## src/pkg/gpc_regs.vh

```
// register indices, field positions and reset values of the gpio port
`ifndef GPC_REGS_VH
`define GPC_REGS_VH

// =====================================================================
// register indices (byte address is four times the index)
// =====================================================================
`define GPC_IDX_PORT     8'h06
`define GPC_IDX_INTCTL   8'h0B
`define GPC_IDX_OPTION   8'h81
`define GPC_IDX_DIR      8'h86
`define GPC_IDX_WPU      8'h95
`define GPC_IDX_IOC      8'h96

// =====================================================================
// field positions
// =====================================================================
`define GPC_OPT_PU_DIS_N 7
`define GPC_OPT_EDGE     6
`define GPC_IC_GIE       7
`define GPC_IC_CHG_IE    3
`define GPC_IC_EXT_IE    4
`define GPC_IC_EXT_FLAG  1
`define GPC_IC_CHG_FLAG  0

// =====================================================================
// reset values
// =====================================================================
`define GPC_RST_PORT     8'h00
`define GPC_RST_DIR      8'hFF
`define GPC_RST_WPU      8'hFF
`define GPC_RST_IOC      4'h0
`define GPC_RST_OPTION   8'hFF
`define GPC_RST_INTCTL   6'h00
`define GPC_RST_LAST     4'h0
`define GPC_OSC_DIR_MASK 8'hC0

`endif

```

## src/core/gpc_pin_sync.v

```verilog
// three-stage pin synchroniser with agreement filter
`timescale 1ns/1ps
module gpc_pin_sync (
  input  wire       clk,   // core clock
  input  wire       rst,   // async reset, active high
  input  wire [7:0] d,     // raw pin levels
  output reg  [7:0] q      // filtered levels
);

  reg [7:0] s1_r;
  reg [7:0] s2_r;
  reg [7:0] s3_r;

  // =====================================================================
  // synchroniser chain
  // =====================================================================
  always @(posedge clk or posedge rst) begin
    if (rst) begin
      s1_r <= 8'h00;
      s2_r <= 8'h00;
      s3_r <= 8'h00;
      q    <= 8'h00;
    end else begin
      s1_r <= d;
      s2_r <= s1_r;
      s3_r <= s2_r;
      // a bit changes only once stages two and three agree
      q    <= (s2_r & s3_r) | (q & (s2_r ^ s3_r));
    end
  end

endmodule

```

## src/core/gpc_port.v

```verilog
// eight-bit gpio port with pull-ups, change detect and wishbone slave
//
// The Wishbone slave port was decided locally.
`timescale 1ns/1ps
`include "gpc_regs.vh"
module gpc_port (
  input  wire        clk,                // core clock, 40 MHz
  input  wire        rst,                // power-on reset, async
  input  wire        master_clear_reset, // sync reset, keeps latch
  input  wire        brownout_reset,     // sync reset, keeps latch
  input  wire        wb_cyc_i,           // wishbone cycle
  input  wire        wb_stb_i,           // wishbone strobe
  input  wire        wb_we_i,            // wishbone write enable
  input  wire [9:0]  wb_adr_i,           // wishbone byte address
  input  wire [3:0]  wb_sel_i,           // wishbone byte selects
  input  wire [31:0] wb_dat_i,           // wishbone write data
  output reg  [31:0] wb_dat_o,           // wishbone read data
  output reg         wb_ack_o,           // wishbone acknowledge
  input  wire [7:0]  pin_i,              // pin levels from pads
  output reg  [7:0]  pin_o,              // pin drive values
  output reg  [7:0]  pin_oe,             // pin drive enables
  output reg  [7:0]  pullup_on,          // weak pull-up enables
  input  wire        xtal_osc_mode,      // crystal or resonator mode
  input  wire        sleep_mode,         // core is asleep
  input  wire        prog_mode,          // serial programming active
  input  wire        debug_data_out,     // programmer data to pin 7
  input  wire        debug_data_drive,   // programmer drives pin 7
  output reg         serial_prog_clock,  // pin 6 level to programmer
  output reg         serial_prog_data,   // pin 7 level to programmer
  output reg         port_change_flag,   // change flag state
  output reg         ext_irq_flag,       // pin 0 edge flag state
  output reg         irq_o,              // interrupt request
  output reg         wake_o              // wake request from sleep
);

  // =====================================================================
  // state
  // =====================================================================
  reg  [7:0] out_r;
  reg  [7:0] dir_r;
  reg  [7:0] wpu_r;
  reg  [3:0] ioc_r;
  reg  [7:0] opt_r;
  reg  [5:0] ictl_r;
  reg        chg_r;
  reg        ext_r;
  reg  [3:0] last_r;
  reg        p0_prev_r;
  reg  [7:0] rdata;
  reg  [7:0] dir_nxt;
  reg  [7:0] wpu_nxt;
  reg  [3:0] ioc_nxt;
  reg  [7:0] opt_nxt;
  reg  [5:0] ictl_nxt;
  reg        chg_nxt;
  reg        ext_nxt;
  wire [7:0] pin_s;
  wire [7:0] dir_eff;
  wire [7:0] oe_nxt;
  wire [7:0] pu_nxt;
  wire [7:0] drv_nxt;
  wire [3:0] mismatch;
  wire       chg_set;
  wire       ext_edge;
  wire       soft_rst;
  wire       req;
  wire       wr;
  wire       rd;
  wire [7:0] idx;

  // =====================================================================
  // address decode
  // =====================================================================
  function hit;
    input [7:0] a;
    input [7:0] r;
    begin
      hit = (a == r);
    end
  endfunction

  assign req      = wb_cyc_i & wb_stb_i & ~wb_ack_o;
  assign wr       = req & wb_we_i & wb_sel_i[0];
  assign rd       = req & ~wb_we_i;
  assign idx      = wb_adr_i[9:2];
  assign soft_rst = master_clear_reset | brownout_reset;

  // =====================================================================
  // pin input synchroniser
  // =====================================================================
  gpc_pin_sync u_sync (
    .clk (clk),
    .rst (rst),
    .d   (pin_i),
    .q   (pin_s)
  );

  // =====================================================================
  // direction, pull-up and drive per pin
  // =====================================================================
  assign dir_eff = dir_r | (xtal_osc_mode ? `GPC_OSC_DIR_MASK : 8'h00);

  genvar g;
  generate
    for (g = 0; g < 8; g = g + 1) begin : g_pin
      if (g == 7) begin : g_dat
        // programming interface owns the data pin
        assign oe_nxt[g]  = prog_mode ? debug_data_drive : ~dir_eff[g];
        assign drv_nxt[g] = prog_mode ? debug_data_out : out_r[g];
      end else if (g == 6) begin : g_clk
        assign oe_nxt[g]  = prog_mode ? 1'b0 : ~dir_eff[g];
        assign drv_nxt[g] = out_r[g];
      end else begin : g_gp
        assign oe_nxt[g]  = ~dir_eff[g];
        assign drv_nxt[g] = out_r[g];
      end
      // pull-up needs enable bit, input direction and global enable
      assign pu_nxt[g] = wpu_r[g]
                       & dir_eff[g]
                       & ~opt_r[`GPC_OPT_PU_DIS_N];
    end
  endgenerate

  // =====================================================================
  // change detection and pin 0 edge
  // =====================================================================
  // a pin edge landing in the same cycle as a port access still raises
  // the change flag while the latch takes the new level
  assign mismatch = ioc_r & (pin_s[7:4] ^ last_r);
  assign chg_set  = |mismatch;
  assign ext_edge = opt_r[`GPC_OPT_EDGE] ? (pin_s[0] & ~p0_prev_r)
                                         : (~pin_s[0] & p0_prev_r);

  // =====================================================================
  // register write path
  // =====================================================================
  always @* begin
    dir_nxt  = dir_r;
    wpu_nxt  = wpu_r;
    ioc_nxt  = ioc_r;
    opt_nxt  = opt_r;
    ictl_nxt = ictl_r;
    chg_nxt  = chg_r;
    ext_nxt  = ext_r;
    if (wr && hit(idx, `GPC_IDX_DIR)) begin
      dir_nxt = wb_dat_i[7:0];
    end
    if (wr && hit(idx, `GPC_IDX_WPU)) begin
      wpu_nxt = wb_dat_i[7:0];
    end
    if (wr && hit(idx, `GPC_IDX_IOC)) begin
      ioc_nxt = wb_dat_i[7:4];
    end
    if (wr && hit(idx, `GPC_IDX_OPTION)) begin
      opt_nxt = wb_dat_i[7:0];
    end
    if (wr && hit(idx, `GPC_IDX_INTCTL)) begin
      ictl_nxt = wb_dat_i[7:2];
      chg_nxt  = wb_dat_i[`GPC_IC_CHG_FLAG];
      ext_nxt  = wb_dat_i[`GPC_IC_EXT_FLAG];
    end
    if (soft_rst) begin
      dir_nxt  = `GPC_RST_DIR;
      wpu_nxt  = `GPC_RST_WPU;
      ioc_nxt  = `GPC_RST_IOC;
      opt_nxt  = `GPC_RST_OPTION;
      ictl_nxt = `GPC_RST_INTCTL;
      ext_nxt  = 1'b0;
    end
    // hardware set wins over a software clear
    if (chg_set) begin
      chg_nxt = 1'b1;
    end
    if (ext_edge) begin
      ext_nxt = 1'b1;
    end
  end

  always @(posedge clk or posedge rst) begin
    if (rst) begin
      dir_r  <= `GPC_RST_DIR;
      wpu_r  <= `GPC_RST_WPU;
      ioc_r  <= `GPC_RST_IOC;
      opt_r  <= `GPC_RST_OPTION;
      ictl_r <= `GPC_RST_INTCTL;
      chg_r  <= 1'b0;
      ext_r  <= 1'b0;
    end else begin
      dir_r  <= dir_nxt;
      wpu_r  <= wpu_nxt;
      ioc_r  <= ioc_nxt;
      opt_r  <= opt_nxt;
      ictl_r <= ictl_nxt;
      chg_r  <= chg_nxt;
      ext_r  <= ext_nxt;
    end
  end

  // =====================================================================
  // output latch and last-read latch
  // =====================================================================
  // only power-on reset touches these; the soft resets leave them alone
  always @(posedge clk or posedge rst) begin
    if (rst) begin
      out_r     <= `GPC_RST_PORT;
      last_r    <= `GPC_RST_LAST;
      p0_prev_r <= 1'b0;
    end else begin
      p0_prev_r <= pin_s[0];
      if (wr && hit(idx, `GPC_IDX_PORT)) begin
        out_r <= wb_dat_i[7:0];
      end
      if (req && hit(idx, `GPC_IDX_PORT)) begin
        last_r <= pin_s[7:4];
      end
    end
  end

  // =====================================================================
  // read mux
  // =====================================================================
  always @* begin
    rdata = 8'h00;
    if (hit(idx, `GPC_IDX_PORT)) begin
      rdata = pin_s;
    end
    if (hit(idx, `GPC_IDX_DIR)) begin
      rdata = dir_eff;
    end
    if (hit(idx, `GPC_IDX_WPU)) begin
      rdata = wpu_r;
    end
    if (hit(idx, `GPC_IDX_IOC)) begin
      rdata = {ioc_r, 4'h0};
    end
    if (hit(idx, `GPC_IDX_OPTION)) begin
      rdata = opt_r;
    end
    if (hit(idx, `GPC_IDX_INTCTL)) begin
      rdata = {ictl_r, ext_r, chg_r};
    end
  end

  // =====================================================================
  // wishbone answer
  // =====================================================================
  always @(posedge clk or posedge rst) begin
    if (rst) begin
      wb_ack_o <= 1'b0;
      wb_dat_o <= 32'h00000000;
    end else begin
      wb_ack_o <= req;
      if (rd) begin
        wb_dat_o <= {24'h000000, rdata};
      end else begin
        wb_dat_o <= 32'h00000000;
      end
    end
  end

  // =====================================================================
  // registered pin and status outputs
  // =====================================================================
  always @(posedge clk or posedge rst) begin
    if (rst) begin
      pin_o             <= 8'h00;
      pin_oe            <= 8'h00;
      pullup_on         <= 8'h00;
      serial_prog_clock <= 1'b0;
      serial_prog_data  <= 1'b0;
      port_change_flag  <= 1'b0;
      ext_irq_flag      <= 1'b0;
      irq_o             <= 1'b0;
      wake_o            <= 1'b0;
    end else begin
      pin_o             <= drv_nxt;
      pin_oe            <= oe_nxt;
      pullup_on         <= pu_nxt;
      serial_prog_clock <= pin_s[6];
      serial_prog_data  <= pin_s[7];
      port_change_flag  <= chg_r;
      ext_irq_flag      <= ext_r;
      irq_o             <= ictl_r[`GPC_IC_GIE - 2]
                         & ((ictl_r[`GPC_IC_CHG_IE - 2] & chg_r)
                          | (ictl_r[`GPC_IC_EXT_IE - 2] & ext_r));
      wake_o            <= sleep_mode & chg_r
                         & ictl_r[`GPC_IC_CHG_IE - 2];
    end
  end

endmodule

```

## config.mk

```make
export PLATFORM = sky130hd
export DESIGN_NAME = gpc_port
export DESIGN_NICKNAME = d
export VERILOG_FILES = /design/src/core/gpc_pin_sync.v /design/src/core/gpc_port.v
export VERILOG_INCLUDE_DIRS = /design/src /design/src/pkg
export SDC_FILE = /design/constraint.sdc
export NUM_CORES = 1
export LEC_CHECK = 0
export BUFFER_PORTS_ARGS = -buffer_cell sky130_fd_sc_hd__buf_2
export CAP_MARGIN = 10
export CORE_MARGIN = 1
export CORE_UTILIZATION = 59
export CTS_BUF_LIST = sky130_fd_sc_hd__clkbuf_8
export DETAILED_ROUTE_END_ITERATION = 6
export PLACE_DENSITY_LB_ADDON = 0.25
export SLEW_MARGIN = 10
export SYNTH_ARGS = -nofsm -noshare
export SYNTH_HDL_FRONTEND = slang
export SYNTH_SLANG_ARGS = --single-unit
```

## constraint.sdc

```tcl
create_clock -name clk -period 7.5 [get_ports clk]
set_input_delay 1.125 -clock clk [delete_from_list [all_inputs] [get_ports clk]]
set_output_delay 1.125 -clock clk [all_outputs]
set_load 0.05 [all_outputs]
```

==> run metrics, run 1 <==
WS Path Type in2reg; CP Data Required Time just under 8 ns; Max-slew headroom 25.9%; CTS tree yes; post-route ant nets 0; Startpoint Class input port; Reg clk slew, reported paths 0.07 ns; Final period util approximately 38%; Routed wire per std cell 17.1 um; diodes inserted 0; FILL cells 562; total CTS buffers 17; io pins approximately 130; input/output buffers 75; largest net degree at the start of global routing 83; total gr overflow 0; area growth from synthesis to layout 16.3%; status completed; clock latency on the worst-skew pair 0.42 ns; f_max 352 MHz; total number of vias 3305; GRT Overall Usage about 26%; Mapped Cells 394; Top FF cell, synth dfrtp_1; Die W between 90 and 100 um; Via density 5.58; first-pass iteration count of the detailed router 4; Worst-Margin Slew around 1.1 ns; final setup TNS 0 ns; nets 551; placed insts 560; Overall Power 1390 uW; CP Capture Type flop; Yosys top cell area share a little under 50%; worst vdd ir 0.147 mV; Synth area leaders dfrtp_1 49%, dfstp_2 13%, mux2i_1 4.5%; # DRC 0; Core Footprint 7850 sq um; CP max FO 14; Power Density 246 nW/um^2; RSZ-0062 raised after global routing false; hold crit path type reg2reg; MaxCap Viol Count 0; initial DRC count roughly 180; Root Driver clkbuf_8; number of flops mapped to enable cells by yosys 0; final hold violation count 0; vias in the first global route 3333; Slew Viols, Final 0; clk buf depth 2; ys async rst share between 90% and 100%; post-synth top area cell dfrtp_1; clk_skew approximately 0.0078 ns; initial core utilization 62.2%; P_leak 0.00285 uW; min Tclk post-route 2.84 ns; CP arrival 3.16 ns; FP Rows 32; setup bufs post-CTS 0; cts hold-fix bufs 0; gpl congestion 0.868; post-synthesis cell type count around 50; Yosys reg bits 120; Synth Area per Inst 12.4 sq um; layout cells sized above 1 a little under a third; Die H 93.0 um; Final setup violation count 0; die area 8650 sq um; initial antenna violation count 0; Layout Cells excl Fill 592; Yosys warning count 0; Mapped Area 4880 sq um; Final HPWL DP between 7 and 8 mm; number of H-tree levels 4; sequential area share after synthesis 62.1%; final wirelength between 10 and 15 mm; clock sink count 120; Post-CTS Resized 0; first-pass GRT wire length about 16 mm
## state kept, by name (all words and copies together), names as in the netlist, 6 cells and up
signal	count
u_sync.s1_r	8
wpu_r	8
u_sync.s2_r	8
out_r	8
u_sync.q	8
pin_oe	8
pullup_on	8
pin_o	8
u_sync.s3_r	8
ictl_r	6
wb_dat_o	8
dir_r	8
opt_r	8
## cell usage in the layout (no fill, tap or decap), types with 4 or more instances in the layout
| cell | synthesis | routed |
|---|---|---|
| dfrtp_1 | 96 | 96 |
| buf_2 | 3 | 75 |
| nand2_1 | 38 | 38 |
| nand3_1 | 27 | 27 |
| conb_1 | 1 | 24 |
| dfstp_2 | 24 | 24 |
| mux2i_1 | 22 | 22 |
| nor2_1 | 22 | 21 |
| clkbuf_8 | 0 | 19 |
| mux2_2 | 14 | 14 |
| a21o_1 | 12 | 12 |
| a22oi_1 | 12 | 12 |
| inv_1 | 9 | 8 |
| ha_1 | 8 | 8 |
| o21ai_0 | 7 | 7 |
| nor3b_1 | 6 | 6 |
| o211ai_1 | 6 | 6 |
| o22ai_1 | 5 | 5 |
| a22o_1 | 4 | 4 |
| o21a_1 | 4 | 4 |
| xor2_1 | 4 | 4 |
| clkinvlp_4 | 0 | 4 |
## per-stage QoR
step                      util (%)  hold slack [ns]  instance area, sq um  worst slack, ns
after floorplan                  -            0.331                  4970             3.23
after global placement        66.9            0.335                  5250             4.28
after detailed placement      66.9            0.337                  5250             4.26
after CTS                     72.4            0.354                  5680             4.71
after global routing          72.4            0.360                  5680             4.53
final                         72.4            0.348                  5680             4.66
## where the power goes
part           internal [uW]  total [uW]  switching [uW]
Combinational           24.6         104            78.9
Sequential               664         675            10.9
Clock                    350         616             266
Total                   1040        1390             356
## critical path, stage by stage
cell and delay (ns):
buf_2 0.17, or3b_4 0.45, nor3_4 0.46, and3b_1 0.62, mux2i_1 0.26, nand2_1 0.07
## cell families (layout without fill, tap and decap cells)
family / count (synthesis) / after routing / share of synthesized area [%]
fa+ha+maj: 8 / 8 / 2.05
simple gates: 121 / 121 / 12.8
other cells: 1 / 24 / 0.0768
compound gates: 59 / 59 / 8.79
xor+xnor: 4 / 4 / 0.717
flops: 120 / 120 / 62.1
buf+inv: 45 / 118 / 5.69
mux: 36 / 36 / 7.74
## layer usage
layer | share of wire, % | global-route usage, % | vias up
li1 | - | - | 1512
met1 | 43 | 33.9 | 1657
met2 | 49 | 41.1 | 116
met4 | 2.0 | 10.8 | 0
met5 | 0 | 0 | -
met3 | 5.6 | 5.93 | 20
## final cells by class
| cell class | instances | area, sq um | area share, % |
|---|---|---|---|
| timing repair buffer | 77 | 390 | 6.87 |
| sequential | 120 | 3030 | 53.4 |
| clock inverter | 13 | 169 | 2.97 |
| multi-input combinational | 252 | 1660 | 29.3 |
| inverter | 9 | 36.3 | 0.639 |
| clock buffer | 19 | 262 | 4.60 |
| tap | 102 | 128 | 2.25 |
## synthesized netlist by cell type (all sizes together) (2+ instances only)
master,number
a21oi,2
ha,8
nor2b,2
dfrtp,96
xor2,4
buf,29
o22ai,5
nor3b,6
a22o,4
nor4,2
mux2,14
nor2,24
clkbuf,7
o211ai,6
a21o,12
and3b,2
or4,2
a22oi,12
o21a,4
and3,3
nand2,38
nand2b,2
o21ai,7
nand3,27
inv,9
nor3,6
dfstp,24
mux2i,22
## final timing paths
path / startpoint / to / slack (ns) / cells past startpoint
max: wb_adr_i[9] / dir_r[6]$_DFFE_PP1P_ / 4.66 / 6
min: u_sync.s1_r[0]$_DFF_PP0_ / u_sync.s2_r[0]$_DFF_PP0_ / 0.35 / 0
max reg2reg: wb_ack_o$_DFF_PP0_ / dir_r[6]$_DFFE_PP1P_ / 5.38 / 5
min reg2reg: u_sync.s1_r[0]$_DFF_PP0_ / u_sync.s2_r[0]$_DFF_PP0_ / 0.35 / 0
max in group asynchronous: rst / pin_oe[0]$_DFF_PP0_ / 5.46 / 3
min in group asynchronous: rst / u_sync.s1_r[5]$_DFF_PP0_ / 0.71 / 2
(Power assumes the default switching activity.)
==> run 2, diff against run 1 <==
- CORE_UTILIZATION: 59 -> 49
- clock period: 7.5 -> 2.53 ns (I/O delays scaled with it)
==> run 2 against run 1 <==
  * The flow now finishes with violations (DRC)
  * Worst hold slack lost 0.29 ns
  * Register-to-register slack lost 4.9 ns
  * Core utilization shrank 13 points
  * Global-route usage shrank 3.7 points
  * Sequential share of layout area shrank 0.82 points
  * Combinational power grew to 3.1 times the previous value
==> run metrics, run 2 (synthesis results as in run 1) <==
status finished, violations left; failing checks DRC; final core utilization 59.3%; post-route ant nets 0; WS Path Type reg2reg; clock sink count 120; total number of vias 3268; first-pass iteration count of the detailed router 7; reg-to-reg endpoint opt_r[1]$_DFFE_PP1P_; CP Data Required Time ~2.9 ns; Reg clk slew, reported paths 0.07 ns; Via density ~5.1; final setup TNS 0 ns; Die H between 100 and 150 um; input/output buffers 75; layout cells sized above 1 32.5%; Max-slew headroom 60.3%; CTS tree yes; clock power share 40.4%; hold depth 1; f_max 483 MHz; Switching Share between 20 and 25%; Startpoint Class flop; clk buf depth 2; CP arrival about 2.4 ns; CP Capture Type flop; total CTS buffers 17; die area around 10000 sq um; # DRC 1; Power Density 676 nW/um^2; commonest non-fill, non-tap cell in the layout dfrtp_1; Final setup violation count 0; P_leak 0.00292 uW; GRT Overall Usage 22.0%; Comb power frac roughly 8.2%; total gr overflow 0; area growth from synthesis to layout 18.1%; Routed wire per std cell approximately 16 um; clock latency on the worst-skew pair 0.42 ns; nets roughly 560; clk_skew 0.00803 ns; r2r setup slk 0.46 ns; P_int approximately 2900 uW; setup bufs post-CTS 0; Worst-Margin Slew slightly below 0.6 ns; commonest non-fill, non-tap cells in the layout 96 x dfrtp_1, 75 x buf_2, 38 x nand2_1; final wirelength 10.2 mm; r2r worst-path depth 6; diodes inserted 0; Setup crit end opt_r[1]$_DFFE_PP1P_; first-pass GRT wire length between 15 and 20 mm; initial antenna violation count 0; MaxCap Viol Count 0; Root Driver clkbuf_8; hold crit path type in2reg; final hold violation count 0; CP max FO 8; RSZ-0062 raised after global routing false; initial DRC count 142; initial core utilization 50.2%; NetSw 973 uW; crit path launch wb_ack_o$_DFF_PP0_; Post-CTS Resized 0; Slew Viols, Final 0; FP Rows 36; Final HPWL DP 7.28 mm; number of H-tree levels 4; io pins 129; Seq pwr share 51.4%; Final period util 81.9%; gpl congestion 0.894; largest net degree at the start of global routing 67; vias in the first global route 3285; Die W 102 um; worst vdd ir 0.458 mV; Crit Reg-Reg Startpoint wb_ack_o$_DFF_PP0_; Core Footprint approximately 9700 sq um; min Tclk post-route 2.07 ns
-- run 2: per-layer routing --
layer	wire (um)	global-route usage [%]
met5	0	0
met4	106	6.48
met3	538	7.05
met2	4960	34.9
met1	4590	29.0
-- run 2: repair_timing --
| item | 4_1_cts | 5_1_grt |
|---|---|---|
| hold buffers | 1 | 0 |
| endpoints found under the hold margin | 18 | 0 |
| endpoints found under the setup margin | 0 | 0 |
-- run 2: metrics by stage --
stage	hold slack, ns	setup slack [ns]	power, uW	instance area, sq um	std cells
2_1_floorplan	0.331	0.524	2280	4970	417
3_3_place_gp	0.334	0.424	2350	5390	602
3_5_place_dp	0.336	0.391	2360	5390	602
4_1_cts	0.0423	0.490	3940	5770	635
5_1_grt	0.0242	0.361	4070	5770	635
6_report	0.0592	0.458	3900	5770	635
-- run 2: layout make-up --
cell class                      instances  area (sq um)
Fill cell                             851          3960
Timing Repair Buffer                   89           508
Tap cell                              133           166
Clock buffer                           18           248
Clock inverter                         14           116
Multi-Input combinational cell        252          1660
Sequential cell                       120          3030
Inverter                                9          37.5
-- run 2: how the worst min path moves through the flow --
stage,endpoint,from
finish,u_sync.s1_r[0]$_DFF_PP0_,pin_i[0]
global placement,u_sync.s2_r[5]$_DFF_PP0_,u_sync.s1_r[5]$_DFF_PP0_
floorplan,u_sync.s2_r[0]$_DFF_PP0_,u_sync.s1_r[0]$_DFF_PP0_
CTS,u_sync.s1_r[7]$_DFF_PP0_,pin_i[7]
detailed placement,u_sync.s2_r[4]$_DFF_PP0_,u_sync.s1_r[4]$_DFF_PP0_
global route,u_sync.s1_r[3]$_DFF_PP0_,pin_i[3]
-- run 2: worst max-delay path: stages, from the launching register on --
cell	delay, ns
dfrtp_1	0.37
nand3b_1	0.25
inv_1	0.15
nand3_1	0.30
nor3_4	0.57
mux2i_1	0.27
nand2_1	0.07
-- run 2: power groups by stage --
stage | clock network (uW) | registers, uW | logic [uW]
finish | 1580 | 2000 | 319
global route | 1710 | 2010 | 348
CTS | 1610 | 2000 | 322
detailed placement | 0 | 2040 | 319
global placement | 0 | 2040 | 313
floorplan | 0 | 2060 | 217
==> run 3, diff against run 2 <==
- CORE_UTILIZATION: 49 -> 54
- clock period: 2.53 -> 2 ns (I/O delays scaled with it)
==> run 3 against run 2 <==
  * Sequential power grew 27%
  * Cell count shrank 1.9%
  * First-iteration DRC count grew 42%
  * The run now ends clean
  * Largest cell class unchanged
  * Highest routed layer unchanged
  * Core utilization grew 8.9 points
==> run metrics, run 3 (synthesis results as in run 1) <==
status completed; CP max FO 6; first-pass GRT wire length 17.2 mm; WS Path Type reg2reg; Final period util approximately nine tenths; commonest non-fill, non-tap cells in the layout 96 x dfrtp_1, 75 x buf_2, 38 x nand2_1; total number of vias 3371; CP Capture Type flop; number of H-tree levels 4; critical path, cell by cell nand3b_1 -> inv_1 -> nand3_1 -> nor2_4 -> mux2i_1 -> nand3_1; Die W 97.1 um; CTS tree yes; hold crit path type in2async; Met1 Wirelength 4.21 mm; Final HPWL DP 7.09 mm; initial DRC count 202; first-pass iteration count of the detailed router 4; FP Rows 34; clock sink count 120; final setup TNS 0 ns; r2r worst-path depth 6; FILL cells 672; clk buf depth 2; initial antenna violation count 0; CP arrival 2.10 ns; Power Density 887 nW/um^2; highest metal used met4; total gr overflow 0; Die H 97.1 um; Crit Reg-Reg Startpoint wb_ack_o$_DFF_PP0_; Worst path slowest cell dfrtp_1; reg-to-reg endpoint chg_r$_DFFE_PP0P_; final core utilization 68.1%; gpl congestion between 0.8 and 0.9; vias in the first global route 3497; layout cells sized above 1 33.0%; CP most frequent cell nand3_1; die area 9430 sq um; area growth from synthesis to layout 21.7%; Via density 5.41; RSZ-0062 raised after global routing false; CP Data Required Time 2.29 ns; commonest non-fill, non-tap cell in the layout dfrtp_1; r2r setup slk 0.19 ns; GRT Overall Usage 23.9%; Routed wire per std cell 16.5 um; Slew Viols, Final 0; length of routed met2 wiring 5.21 mm; min Tclk post-route 1.81 ns; initial core utilization 56.0%; post-route ant nets 0; worst vdd ir 0.469 mV; final wirelength 10.3 mm; MaxCap Viol Count 0; Max-slew headroom 58.4%; Core Footprint 8720 sq um; Final setup violation count 0; # DRC 0; diodes inserted 0; f_max 552 MHz; largest net degree at the start of global routing 121; Worst-Margin Slew 0.623 ns; nets 576; total CTS buffers 17; io pins 129; max incr delay on CP about 0.37 ns; Post-CTS Resized 0; Reg clk slew, reported paths 0.07 ns; crit path launch wb_ack_o$_DFF_PP0_; Met3 Routed Length 599 um; Startpoint Class flop; clock latency on the worst-skew pair 0.43 ns; P_leak about 0.003 uW; clk_skew about 0.0080 ns; input/output buffers 75; final hold violation count 0; Root Driver clkbuf_8
==> run 3: power by group <==
part	switching (uW)	total [uW]	internal, uW
logic	301	415	115
clock network	948	2320	1380
registers	41.6	2530	2490
==> run 3: area by class of cell <==
| cell class | instances | area, sq um | area share (%) |
|---|---|---|---|
| Timing Repair Buffer | 102 | 648 | 10.9 |
| Clock inverter | 14 | 183 | 3.07 |
| Clock buffer | 18 | 248 | 4.17 |
| Multi-Input combinational cell | 252 | 1660 | 27.9 |
| Tap cell | 108 | 135 | 2.27 |
| Inverter | 9 | 37.5 | 0.632 |
| Sequential cell | 120 | 3030 | 51.0 |
==> run 3: metrics by stage <==
step / hold WS, ns / instances / total power, uW / setup WS [ns] / instance area (sq um)
2_1_floorplan: 0.331 / 417 / 2880 / -0.00613 / 4970
3_3_place_gp: 0.333 / 583 / 2970 / 0.157 / 5430
3_5_place_dp: 0.336 / 583 / 2980 / 0.102 / 5430
4_1_cts: 0.0359 / 623 / 5330 / 0.192 / 5940
5_1_grt: 0.0491 / 623 / 5480 / 0.0236 / 5940
6_report: 0.0287 / 623 / 5270 / 0.190 / 5940
==> run 3: critical path, delay by kind of cell, from the launching register on <==
family,cells,cell delay [ns]
AND/OR/NAND/NOR,4,0.90
flip-flops,1,0.37
multiplexers,1,0.30
buffers and inverters,1,0.11
==> run 3: worst max path at each step <==
| stage | end | slack (ns) | cells after the start |
|---|---|---|---|
| finish | chg_r$_DFFE_PP0P_ | 0.19 | 6 |
| global route | ictl_r[5]$_DFFE_PP0P_ | 0.02 | 7 |
| CTS | chg_r$_DFFE_PP0P_ | 0.19 | 6 |
| detailed placement | dir_r[3]$_DFFE_PP1P_ | 0.10 | 7 |
| global placement | ioc_r[0]$_DFFE_PP0P_ | 0.16 | 7 |
| floorplan | out_r[0]$_DFFE_PP0P_ | -0.006 | 5 |
==> run 3: timing repair <==
action	in CTS	in global routing
buffers inserted	0	0
hold endpoints to repair	8	0
hold buffers	8	0
==> run 3: per-layer routing <==
metal / vias up / global-route usage, %
li1: 1561 / -
met3: 25 / 6.26
met5: - / 0
met4: 0 / 10.9
met1: 1652 / 29.5
met2: 133 / 39.4
